<file path="config.mk">
export PLATFORM = sky130hd
export DESIGN_NAME = adc_result_irq_logic
export DESIGN_NICKNAME = d
export VERILOG_FILES = /design/src/inc/adc_irq_pkg.sv /design/src/core/adc_result_irq_logic.sv
export SDC_FILE = /design/constraint.sdc
export NUM_CORES = 1
export LEC_CHECK = 0
export ABC_AREA = 1
export BUFFER_PORTS_ARGS = -buffer_cell sky130_fd_sc_hd__buf_2
export CAP_MARGIN = 20
export CORE_AREA = 10 10 100 102
export DETAILED_ROUTE_END_ITERATION = 8
export DIE_AREA = 0 0 110 112
export PLACE_DENSITY_LB_ADDON = 0.3
export SLEW_MARGIN = 20
export SYNTH_ARGS = -nofsm -noshare
export SYNTH_HDL_FRONTEND = slang
export SYNTH_SLANG_ARGS = --single-unit
</file>
<file path="constraint.sdc">
create_clock -name core_clk -period 6.8 [get_ports core_clk]
set_input_delay 0 -clock core_clk [delete_from_list [all_inputs] [get_ports core_clk]]
set_output_delay 0 -clock core_clk [all_outputs]
set_load 0.005 [all_outputs]
</file>
<file path="src/inc/adc_irq_pkg.sv">
package adc_irq_pkg;

  // ----------------------------------------------------------------------
  // Register map
  // ----------------------------------------------------------------------
  localparam logic [3:0] OFF_ENABLE = 4'h0;
  localparam logic [3:0] OFF_FLAGS = 4'h4;
  localparam logic [3:0] OFF_VECTOR = 4'h8;
  localparam logic [3:0] OFF_OVF_STATUS = 4'hC;
  localparam int SLOTS = 16;

  // ----------------------------------------------------------------------
  // Reset values and field positions
  // ----------------------------------------------------------------------
  localparam logic [15:0] ENABLE_RESET = 16'h0000;
  localparam logic [15:0] FLAGS_RESET = 16'h0000;
  localparam logic [15:0] VECTOR_RESET = 16'h0000;
  localparam int OVF_MEM_BIT = 0;
  localparam int OVF_TIME_BIT = 1;

  // ----------------------------------------------------------------------
  // Vector codes
  // ----------------------------------------------------------------------
  localparam logic [15:0] VEC_NONE = 16'h0000;
  localparam logic [15:0] VEC_MEM_OVF = 16'h0002;
  localparam logic [15:0] VEC_TIME_OVF = 16'h0004;
  localparam logic [15:0] VEC_SLOT0 = 16'h0006;

  localparam logic [1:0] RESP_OKAY = 2'h0;
  localparam logic [1:0] RESP_SLVERR = 2'h2;

  typedef enum logic [1:0] {
    WR_IDLE = 2'b01,
    WR_RESP = 2'b10
  } wr_state_e;

endpackage

</file>
<file path="src/core/adc_result_irq_logic.sv">
`timescale 1ns/10ps
module adc_result_irq_logic (
  input wire logic core_clk, // System clock, 10 MHz.
  input wire logic rst, // Asynchronous reset, active high.
  input wire logic [15:0] resultWrite, // Pulse per slot: new result stored.
  input wire logic [15:0] resultAccess, // Pulse per slot: software access.
  input wire logic memOverflowEvent, // Pulse: result overwritten unread.
  input wire logic timeOverflowEvent, // Pulse: conversion time overflow.
  input wire logic [3:0] awaddr, // AXI write address.
  input wire logic awvalid, // AXI write address valid.
  output logic awready, // AXI write address ready.
  input wire logic [31:0] wdata, // AXI write data.
  input wire logic [3:0] wstrb, // AXI write strobes.
  input wire logic wvalid, // AXI write data valid.
  output logic wready, // AXI write data ready.
  output logic [1:0] bresp, // AXI write response.
  output logic bvalid, // AXI write response valid.
  input wire logic bready, // AXI write response ready.
  input wire logic [3:0] araddr, // AXI read address.
  input wire logic arvalid, // AXI read address valid.
  output logic arready, // AXI read address ready.
  output logic [31:0] rdata, // AXI read data.
  output logic [1:0] rresp, // AXI read response.
  output logic rvalid, // AXI read data valid.
  input wire logic rready, // AXI read data ready.
  output logic irqRequest // Level interrupt request.
);

  // ----------------------------------------------------------------------
  // State
  // ----------------------------------------------------------------------
  typedef struct packed {
    logic [15:0] enable;
    logic [15:0] flags;
    logic [1:0] ovf;
    logic [15:0] vector;
    logic awHeld;
    logic [3:0] awAddr;
    logic wHeld;
    logic [31:0] wData;
    logic [3:0] wStrb;
    adc_irq_pkg::wr_state_e wrState;
    logic [1:0] bResp;
    logic rValid;
    logic [31:0] rData;
    logic [1:0] rResp;
  } state_s;

  state_s st_reg;
  state_s st_next;

  function automatic logic [15:0] vectorCode(input logic [1:0] ovf,
                                              input logic [15:0] flags);
    logic [15:0] code;
    code = adc_irq_pkg::VEC_NONE;
    for (int i = adc_irq_pkg::SLOTS - 1; i >= 0; i--) begin
      if (flags[i]) begin
        code = 16'(adc_irq_pkg::VEC_SLOT0 + 16'(2 * i));
      end
    end
    if (ovf[adc_irq_pkg::OVF_TIME_BIT]) begin
      code = adc_irq_pkg::VEC_TIME_OVF;
    end
    if (ovf[adc_irq_pkg::OVF_MEM_BIT]) begin
      code = adc_irq_pkg::VEC_MEM_OVF;
    end
    return code;
  endfunction

  function automatic logic [15:0] merge16(input logic [15:0] old,
                                           input logic [31:0] d,
                                           input logic [3:0] s);
    logic [15:0] v;
    v = old;
    if (s[0]) begin
      v[7:0] = d[7:0];
    end
    if (s[1]) begin
      v[15:8] = d[15:8];
    end
    return v;
  endfunction

  logic doWrite;
  logic doRead;
  logic readHit;

  // ----------------------------------------------------------------------
  // Next state
  // ----------------------------------------------------------------------
  always_comb begin
    logic [15:0] sw;
    logic [1:0] ovfClr;
    sw = 16'h0000;
    ovfClr = 2'h0;
    st_next = st_reg;
    doWrite = 1'b0;
    doRead = arvalid && (!st_reg.rValid || rready);
    readHit = 1'b1;
    if (awvalid && awready) begin
      st_next.awHeld = 1'b1;
      st_next.awAddr = awaddr;
    end
    if (wvalid && wready) begin
      st_next.wHeld = 1'b1;
      st_next.wData = wdata;
      st_next.wStrb = wstrb;
    end
    // Flag and enable updates; software writes first so hardware sets win.
    case (st_reg.wrState)
      adc_irq_pkg::WR_IDLE: begin
        if (st_reg.awHeld && st_reg.wHeld) begin
          doWrite = 1'b1;
          st_next.awHeld = 1'b0;
          st_next.wHeld = 1'b0;
          st_next.wrState = adc_irq_pkg::WR_RESP;
          st_next.bResp = adc_irq_pkg::RESP_OKAY;
          case (st_reg.awAddr)
            adc_irq_pkg::OFF_ENABLE:
              st_next.enable = merge16(st_reg.enable, st_reg.wData,
                                       st_reg.wStrb);
            adc_irq_pkg::OFF_FLAGS:
              sw = merge16(st_reg.flags, st_reg.wData, st_reg.wStrb);
            adc_irq_pkg::OFF_VECTOR: begin
              st_next.bResp = adc_irq_pkg::RESP_SLVERR;
            end
            adc_irq_pkg::OFF_OVF_STATUS: begin
              if (st_reg.wStrb[0]) begin
                ovfClr = st_reg.wData[1:0];
              end
            end
            default: st_next.bResp = adc_irq_pkg::RESP_SLVERR;
          endcase
        end
      end
      adc_irq_pkg::WR_RESP: begin
        if (bready) begin
          st_next.wrState = adc_irq_pkg::WR_IDLE;
        end
      end
      default: st_next.wrState = adc_irq_pkg::WR_IDLE;
    endcase
    if (!(doWrite && st_reg.awAddr == adc_irq_pkg::OFF_FLAGS)) begin
      sw = st_reg.flags;
    end
    st_next.flags = (sw & ~resultAccess) | resultWrite;
    st_next.ovf = (st_reg.ovf & ~ovfClr)
                | {timeOverflowEvent, memOverflowEvent};
    st_next.vector = vectorCode(st_next.ovf, st_next.flags);
    if (st_reg.rValid && rready) begin
      st_next.rValid = 1'b0;
    end
    if (doRead) begin
      st_next.rValid = 1'b1;
      st_next.rResp = adc_irq_pkg::RESP_OKAY;
      case (araddr)
        adc_irq_pkg::OFF_ENABLE: st_next.rData = {16'h0000, st_reg.enable};
        adc_irq_pkg::OFF_FLAGS: st_next.rData = {16'h0000, st_reg.flags};
        adc_irq_pkg::OFF_VECTOR: st_next.rData = {16'h0000, st_reg.vector};
        adc_irq_pkg::OFF_OVF_STATUS: st_next.rData = {30'h0, st_reg.ovf};
        default: begin
          readHit = 1'b0;
          st_next.rData = 32'h0000_0000;
          st_next.rResp = adc_irq_pkg::RESP_SLVERR;
        end
      endcase
    end
  end

  always_ff @(posedge core_clk or posedge rst) begin
    if (rst) begin
      st_reg <= '{enable: adc_irq_pkg::ENABLE_RESET,
                  flags: adc_irq_pkg::FLAGS_RESET,
                  ovf: 2'h0,
                  vector: adc_irq_pkg::VECTOR_RESET,
                  awHeld: 1'b0, awAddr: 4'h0,
                  wHeld: 1'b0, wData: 32'h0000_0000, wStrb: 4'h0,
                  wrState: adc_irq_pkg::WR_IDLE,
                  bResp: 2'h0, rValid: 1'b0,
                  rData: 32'h0000_0000, rResp: 2'h0};
    end else begin
      st_reg <= st_next;
    end
  end

  // ----------------------------------------------------------------------
  // Outputs
  // ----------------------------------------------------------------------
  assign awready = !st_reg.awHeld;
  assign wready = !st_reg.wHeld;
  assign bvalid = st_reg.wrState == adc_irq_pkg::WR_RESP;
  assign bresp = st_reg.bResp;
  assign arready = !st_reg.rValid || rready;
  assign rvalid = st_reg.rValid;
  assign rdata = st_reg.rData;
  assign rresp = st_reg.rResp;
  assign irqRequest = (|st_reg.ovf)
                   || (|(st_reg.flags & st_reg.enable));
endmodule

</file>
==> results of run 1 <==
power by group through the flow:
| stage | Clock [mW] | Sequential (mW) | Combinational (mW) |
|---|---|---|---|
| floorplan | 0 | 0.686 | 0.294 |
| global placement | 0 | 0.707 | 0.362 |
| global route | 0.378 | 0.720 | 0.464 |
| finish | 0.352 | 0.706 | 0.411 |
| CTS | 0.360 | 0.704 | 0.406 |
| detailed placement | 0 | 0.714 | 0.375 |
cells in the mapped netlist (5+ instances only):
cell / number
nand4_1: 6
clkbuf_1: 8
nand2_1: 130
a22o_1: 5
o22ai_1: 8
inv_1: 76
o21ai_0: 20
nand3_1: 9
a21oi_1: 33
nand2_2: 6
a21oi_2: 9
buf_4: 36
dfrtp_1: 83
nor2_1: 50
final cells by class:
cell class	instances	area, µm²	area share [%]
flip-flops and latches	84	2100	38.5
multi-input cells	323	1620	29.7
repair buffers	155	1100	20.2
inverters	80	307	5.61
clock buffers	12	155	2.84
well taps	105	131	2.41
clock inverters	2	35.0	0.642
through the flow:
step	setup slack [ns]	cells	hold WS, ns
3_3_place_gp	4.48	684	0.214
4_1_cts	3.93	760	0.0190
2_1_floorplan	4.64	532	0.102
3_5_place_dp	4.47	684	0.211
5_1_grt	3.63	761	0.0594
6_report	3.88	761	0.0332
worst register-to-register path: stages, from the launching register on:
cell and delay, ns:
dfstp_2 0.54, inv_1 0.04, nor2_1 0.14, nand2_1 0.15
nor4_4 0.37, a21oi_1 0.15, a21oi_2 0.17, dlygate4sd3_1 0.57
inv_1 0.06, nor2_1 0.21, nand2_1 0.08, nor2_1 0.15
o31ai_1 0.11, nor2_1 0.11
layout by cell type, fill, tap and decap left out, drive strengths merged:
cell and count:
a2111oi 1, a211oi 1, a21oi 42, a221oi 1, a22o 5, a31oi 5, a41oi 1, buf 93
bufinv 1, clkbuf 12, clkinv 4, conb 18, dfrtp 83, dfstp 1, dlygate4sd3 62, inv 77
mux2 3, nand2 138, nand3 10, nand4 6, nor2 53, nor3 3, nor4 1, o2111ai 2
o21ai 21, o221ai 1, o22ai 8, o31ai 2, o41ai 1
kinds of logic after synthesis:
group / after synthesis / share of synthesized area, %
AOI/OAI and AO/OA: 91 / 14.4
DFF: 84 / 49.2
buffers and inverters: 125 / 14.3
and+or+nand+nor: 211 / 21.2
other: 1 / 0.0878
muxes: 3 / 0.791
metal layers:
metal | vias to the layer above | routed length (µm)
li1 | 1849 | -
met1 | 1743 | 4770
met2 | 144 | 5470
met3 | 22 | 880
met4 | 0 | 278
met5 | - | 0
path summary, 6_finish.rpt:
path | from | end | slack [ns] | depth (start not counted)
max | st_reg[37]$_DFFE_PP1P_ | st_reg[86]$_DFF_PP0_ | 3.88 | 13
min | araddr[3] | rdata[0]$_DFFE_PP0P_ | 0.03 | 3
max reg2reg | st_reg[37]$_DFFE_PP1P_ | st_reg[86]$_DFF_PP0_ | 3.88 | 13
min reg2reg | rdata[5]$_DFFE_PP0P_ | rdata[5]$_DFFE_PP0P_ | 0.48 | 2
max in group asynchronous | rst | st_reg[53]$_DFFE_PP0P_ | 5.91 | 4
min in group asynchronous | rst | rdata[13]$_DFFE_PP0P_ | 0.39 | 4
==> out/metrics.cfg, run 1 <==
[timing]
finalHoldViolCount=0
fin_crit_ns=2.92
skew_ns=0.0108
rsz0062_at_grt=no
max_freq_ghz=0.343
slew_violations=0
slew_headroom_pct=50.7
setup_viol=0
worst_pin_slew_ns=0.739
fin_crit_sh_pct=42.9
finalSetupTns_ns=0

[power]
p_leak_nw=2.83
power_density_nw_per_um2=269
power_frac_seq_pct=48.1
ir_drop_uv=225
p_sw_share_pct=34.1
internal-power_mw=0.968
combPwrFrac_pct=28.0
p_switching_mw=0.500
power_mw=1.47
p_clk_share_pct=23.9

[setup_path]
required_ns=7.08
cpPeakStageDelay_ns=0.57
cp_top_family=simple AND/OR/NAND/NOR gates
end_kind=register
path_common_cell=nor2_1
cp_slowest_cell=dlygate4sd3_1
critPathLaunchType=register
critical_path_class=reg -> reg
crit_buf_inv=3
cp_max_fo=5
crit_chain=inv_1, nor2_1, nand2_1, nor4_4, a21oi_1, a21oi_2, dlygate4sd3_1, inv_1, nor2_1, nand2_1, nor2_1, o31ai_1, nor2_1
cp_data_arrival_time_ns=3.20

[clock_network]
postCtsSetupRepairBufs=0
clock-root-buffer=clkbuf_8
cts_tree=yes
cts_resized=0
cts.sinks=84
cts_made_buffers=9
clk-insertion-delay-late_ns=0.35
clkTransAtPathRegs_ns=0.08
htreeDepth=3
postCtsHoldBufs=62
clk_path_buf_depth=2

[placed_design]
portBuffers=90
place_hpwl_um=8130
dpl_cell_area_um2=4630
place.gp.congestion=0.955

[grt]
met2_usage_pct=30.1
grt_start_max_net_pins=85
antenna_found_initial=0
grtUsageTotal_pct=18.5
grt_pass1_wl_um=18100
grt_util_met1_pct=23.1
overflow=0
top_usage_layer=met2
grt_pass1_vias=3780
use_met3_pct=3.34

[yosys]
yosysWarningCount=0
ys_ff_latch=84
yosysSeqAreaShare_pct=49.2
synthTopCellsByArea=dfrtp_1 (49%), nand2_1 (11%), inv_1 (6.7%)
netlist_instances=515
synthesis.area_um2=4270
synth_top_flop_cell=dfrtp_1
synth.avg_cell_area_um2=8.30
synth_top_area_cell=dfrtp_1
yosysUniqueCellTypes=38
synth-async-reset-ratio_pct=100
synth_edf_count=0
yosys.area.top_type_share_pct=48.6

[min_path]
hold_path_class=in -> reg

[detailed_routing]
first_iter_violations=247
drt-pass1-iter-count=5
wl_per_cell_um=15.0
via_count=3758
drcViolationCount=0
vias_per_cell=4.94
totalWireLength_um=11400
drtAntennaViolNets=0

[final_layout]
area_growth_pct=27.8
n_fill_cell=653
fin_nets=738
fin_util_pct=67.8
stdcell_area_um2=5460
largest_reg_flops=65
drive_above_1_share_pct=21.3
diodes=0

[floorplanning]
die_h_um=112
die_x_um=110
start_util_pct=53.1
core_um2=8050
row_count=33
die_area_um2=12300
ios=127

[run]
drv_cap=0

[run_status]
status=finished, final reports clean

No activity file was read; power rests on OpenSTA's default activity.
==> run 2: changes to the inputs <==
CORE_AREA = 10 10 107 109   (was 10 10 100 102)
DIE_AREA = 0 0 117 119   (was 0 0 110 112)
clock period = 2.6 ns   (was 6.8 ns; I/O delays follow)
==> out/metrics.cfg, run 2 (synthesis results as in run 1) <==
[clock_network]
cts.sinks=84
clk-insertion-delay-late_ns=0.35
cts_made_buffers=9
postCtsSetupRepairBufs=0
postCtsHoldBufs=59
cts_tree=yes
htreeDepth=3
clock-root-buffer=clkbuf_8
cts_resized=0
clkTransAtPathRegs_ns=0.08
clk_path_buf_depth=2

[setup_path]
end_kind=register
cpPeakStageDelay_ns=0.57
cp_slowest_cell=dlygate4sd3_1
cp_max_fo=5
critical_path_class=reg -> reg
required_ns=2.84
cp_data_arrival_time_ns=2.64
crit_chain=inv_1, nor2_1, nand2_1, nor4_4, a21oi_1, a21oi_1, inv_1, dlygate4sd3_1
critPathLaunchType=register

[detailed_routing]
via_count=3678
first_iter_violations=209
drcViolationCount=0
drt-pass1-iter-count=4
vias_per_cell=4.78
totalWireLength_um=11200
wl_per_cell_um=14.6
drtAntennaViolNets=0

[floorplanning]
die_h_um=119
row_count=36
die_x_um=117
ios=127
core_um2=9460
die_area_um2=13900
start_util_pct=45.2

[grt]
grt_start_max_net_pins=55
antenna_found_initial=0
grt_pass1_vias=3762
overflow=0
grt_pass1_wl_um=18300
grtUsageTotal_pct=16.4

[final_layout]
fin_nets=736
layout_commonest_cell=nand2_1
diodes=0
final_cell_mix=nand2_1 (130), buf_2 (90), dfrtp_1 (83)
largest_reg_flops=65
seqCellArea_um2=2100
n_fill_cell=843
multi_input_area_um2=1620
instances_no_fill=770
drive_above_1_share_pct=21.6
area_growth_pct=28.2
stdcell_area_um2=5480

[timing]
max_freq_ghz=0.416
slew_headroom_pct=37.1
timing.final.ws_setup_ns=0.199
setup_viol=0
rsz0062_at_grt=no
finalHoldViolCount=0
finalSetupTns_ns=0
slew_violations=0
worst_pin_slew_ns=0.942
fin_crit_sh_pct=92.4
fin_crit_ns=2.40
skew_ns=0.00773

[run_status]
status=finished, final reports clean

[placed_design]
dpl.cell_count=695
portBuffers=90
place_hpwl_um=8200
place.gp.congestion=0.870
place_ws_ns=0.262
dpl_cell_area_um2=4670

[run]
drv_cap=0

[power]
p_leak_nw=2.81
ir_drop_uv=499
power_density_nw_per_um2=717
power_mw=3.93

[min_path]
hold_path_class=in -> reg

==> run 2: cell types whose count changed in the layout (fill, tap and decap cells not counted) <==
cell           delta
dlygate4sd3_1     -3
buf_4             +2
buf_8             -1
buf_12            +1
clkinvlp_4        +1
buf_6             -1
clkbuf_8          -1
clkbuf_1          +1
bufinv_16         +1
==> run 2: per-layer routing <==
metal	wire [µm]	vias to the layer above	global-route usage, %	share of wire (%)
met5	0	-	0	0
met4	269	0	6.88	2.4
met3	681	19	3.66	6.1
met2	5480	106	26.7	49
met1	4790	1708	20.3	43
li1	-	1845	-	-
==> run 2: cell type report <==
class | count | share of cell area (%)
Inverter | 80 | 5.60
Clock buffer | 12 | 2.65
Tap cell | 114 | 2.60
Clock inverter | 4 | 1.32
Sequential cell | 84 | 38.4
Multi-Input combinational cell | 323 | 29.6
Timing Repair Buffer | 153 | 19.8
==> run 2: where the power goes <==
part	internal [mW]	switching, mW
sequential	1.62	0.214
combinational	0.419	0.654
clock	0.567	0.449
total	2.61	1.32
==> run 2: through the flow <==
step | hold slack (ns) | utilization, %
5_1_grt | 0.0182 | 57.9
3_5_place_dp | 0.218 | 49.4
3_3_place_gp | 0.214 | 49.4
6_report | 0.00605 | 57.9
2_1_floorplan | 0.102 | -
4_1_cts | 0.000834 | 57.9
==> run 2: worst paths after layout <==
path	from	to	slack, ns	cells past startpoint
hold reg to reg	rdata[15]$_DFFE_PP0P_	rdata[15]$_DFFE_PP0P_	0.47	2
max in group asynchronous	rst	st_reg[58]$_DFFE_PP0P_	1.56	4
hold / removal	resultAccess[2]	st_reg[101]$_DFF_PP0_	0.006	4
setup reg to reg	st_reg[37]$_DFFE_PP1P_	st_reg[103]$_DFF_PP0_	0.20	8
setup / recovery	st_reg[37]$_DFFE_PP1P_	st_reg[103]$_DFF_PP0_	0.20	8
min in group asynchronous	rst	rdata[5]$_DFFE_PP0P_	0.37	3
==> run 2: worst max-delay path: cells and delay by family, from the launching register on <==
kind / cells / cell delay, ns
AOI/OAI and AO/OA: 2 / 0.37
buffers and inverters: 3 / 0.70
DFF: 1 / 0.54
and+or+nand+nor: 3 / 0.69
==> run 3: changes to the inputs <==
clock period = 2.03 ns   (was 2.6 ns; I/O delays follow)
==> out/metrics.cfg, run 3 (synthesis results as in run 1) <==
[placed_design]
dpl_cell_area_um2=4850
place_hpwl_um=8510
portBuffers=90
place_ws_ns=-0.142
place.gp.congestion=0.891

[detailed_routing]
drtAntennaViolNets=0
drt-pass1-iter-count=5
first_iter_violations=195
drcViolationCount=0
vias_per_cell=4.82
totalWireLength_um=12100
via_count=3843
wl_per_cell_um=15.2

[setup_path]
critical_path_class=reg -> reg
critPathLaunchType=register
cp_max_fo=7
cp_data_arrival_time_ns=2.36
end_kind=register
required_ns=2.28

[timing]
slew_violations=0
worst_pin_slew_ns=0.518
skew_ns=0.0131
finalSetupTns_ns=-0.275
setup_viol=4
rsz0062_at_grt=yes
slew_headroom_pct=65.2
fin_crit_ns=2.12
hold_slack_ns=-0.00106
max_freq_ghz=0.472
finalHoldViolCount=1
fin_crit_sh_pct=104
timing.final.ws_setup_ns=-0.0871

[final_layout]
fin_util_pct=60.8
layout_commonest_cell=nand2_1
area_growth_pct=34.7
fin_nets=762
drive_above_1_share_pct=29.5
stdcell_area_um2=5750
seqCellArea_um2=2100
largest_reg_flops=65
multi_input_area_um2=1730
n_fill_cell=818
final_cell_mix=nand2_1 (125), buf_2 (90), dfrtp_1 (83)

[floorplanning]
ios=127
row_count=36
die_h_um=119
start_util_pct=45.2
die_x_um=117
core_um2=9460
die_area_um2=13900

[run]
drv_cap=0

[grt]
antenna_found_initial=1
grtUsageTotal_pct=17.1
overflow=0
grt_start_max_net_pins=85
grt_pass1_vias=3852
grt_pass1_wl_um=18900

[min_path]
hold_path_class=in -> reg

[clock_network]
clkTransAtPathRegs_ns=0.09
cts_made_buffers=9
clock-root-buffer=clkbuf_8
htreeDepth=3
clk_path_buf_depth=2
cts.sinks=84
clk-insertion-delay-late_ns=0.36
cts_tree=yes

[run_status]
violations=negative hold slack, negative setup slack
status=finished, violations left

[power]
power_mw=5.22
power_density_nw_per_um2=908
ir_drop_uv=641
p_leak_nw=2.94

[run 3: cell types whose count changed in the layout (fill, tap and decap cells not counted), sizes merged]
cell | before | now
buf | 94 | 125
bufinv | 2 | 1
clkbuf | 12 | 10
clkinv | 4 | 5
clkinvlp | 1 | 3
diode | 0 | 1
dlygate4sd3 | 59 | 54
[run 3: path summary, 6_finish.rpt]
| check | startpoint | end | slack, ns | depth (start not counted) |
|---|---|---|---|---|
| min reg2reg | rdata[14]$_DFFE_PP0P_ | rdata[14]$_DFFE_PP0P_ | 0.48 | 2 |
| max reg2reg | st_reg[37]$_DFFE_PP1P_ | st_reg[110]$_DFF_PP0_ | -0.09 | 9 |
| min in group asynchronous | rst | st_reg[122]$_DFFE_PP0P_ | 0.30 | 4 |
| max in group asynchronous | rst | st_reg[37]$_DFFE_PP1P_ | 1.34 | 4 |
| min | araddr[1] | rresp[1]$_DFFE_PP0P_ | -0.001 | 3 |
| max | st_reg[37]$_DFFE_PP1P_ | st_reg[110]$_DFF_PP0_ | -0.09 | 9 |
[run 3: cell type report]
| class | count | area share (%) |
|---|---|---|
| inverters | 80 | 5.37 |
| flip-flops and latches | 84 | 36.6 |
| diodes | 1 | 0.0435 |
| clock inverters | 6 | 1.11 |
| multi-input cells | 323 | 30.0 |
| clock buffers | 10 | 2.39 |
| well taps | 114 | 2.48 |
| repair buffers | 179 | 22.1 |
[run 3: per-layer routing]
layer  up-vias  wire (µm)  global-route usage, %
met5         -          0                      0
met4         0        328                   7.96
met3        31        732                   4.17
met2       120       5980                   28.5
met1      1787       5050                   20.2
li1       1905          -                      -
[run 3: report_power, final]
group / leakage (nW) / total, mW / switching [mW] / internal (mW)
logic: 1.83 / 1.64 / 0.942 / 0.702
registers: 1.01 / 2.36 / 0.279 / 2.08
clock network: 0.0983 / 1.22 / 0.621 / 0.600
[run 3: what timing repair did]
| action | CTS | global route |
|---|---|---|
| hold buffers | 54 | 0 |
| gates resized for setup | 14 | 19 |
| setup buffers | 3 | 4 |
| hold endpoints to repair | 133 | 0 |
| pin swaps | 8 | 6 |
| endpoints found under the setup margin | 5 | 7 |
[run 3: stage by stage]
step / cells / hold slack [ns]
6_report: 797 / -0.00106
3_3_place_gp: 719 / 0.154
5_1_grt: 797 / 0.0148
3_5_place_dp: 719 / 0.166
4_1_cts: 792 / 0.000817
2_1_floorplan: 532 / 0.102
[run 3: critical path, cell delays in order, from the launching register on]
cell and delay, ns:
dfstp_2 0.57, nand2_2 0.07, nor2_4 0.15, nand3_4 0.15, clkinv_4 0.10, nand2_2 0.07
a31oi_4 0.19, buf_4 0.13, inv_2 0.04, dlygate4sd3_1 0.55
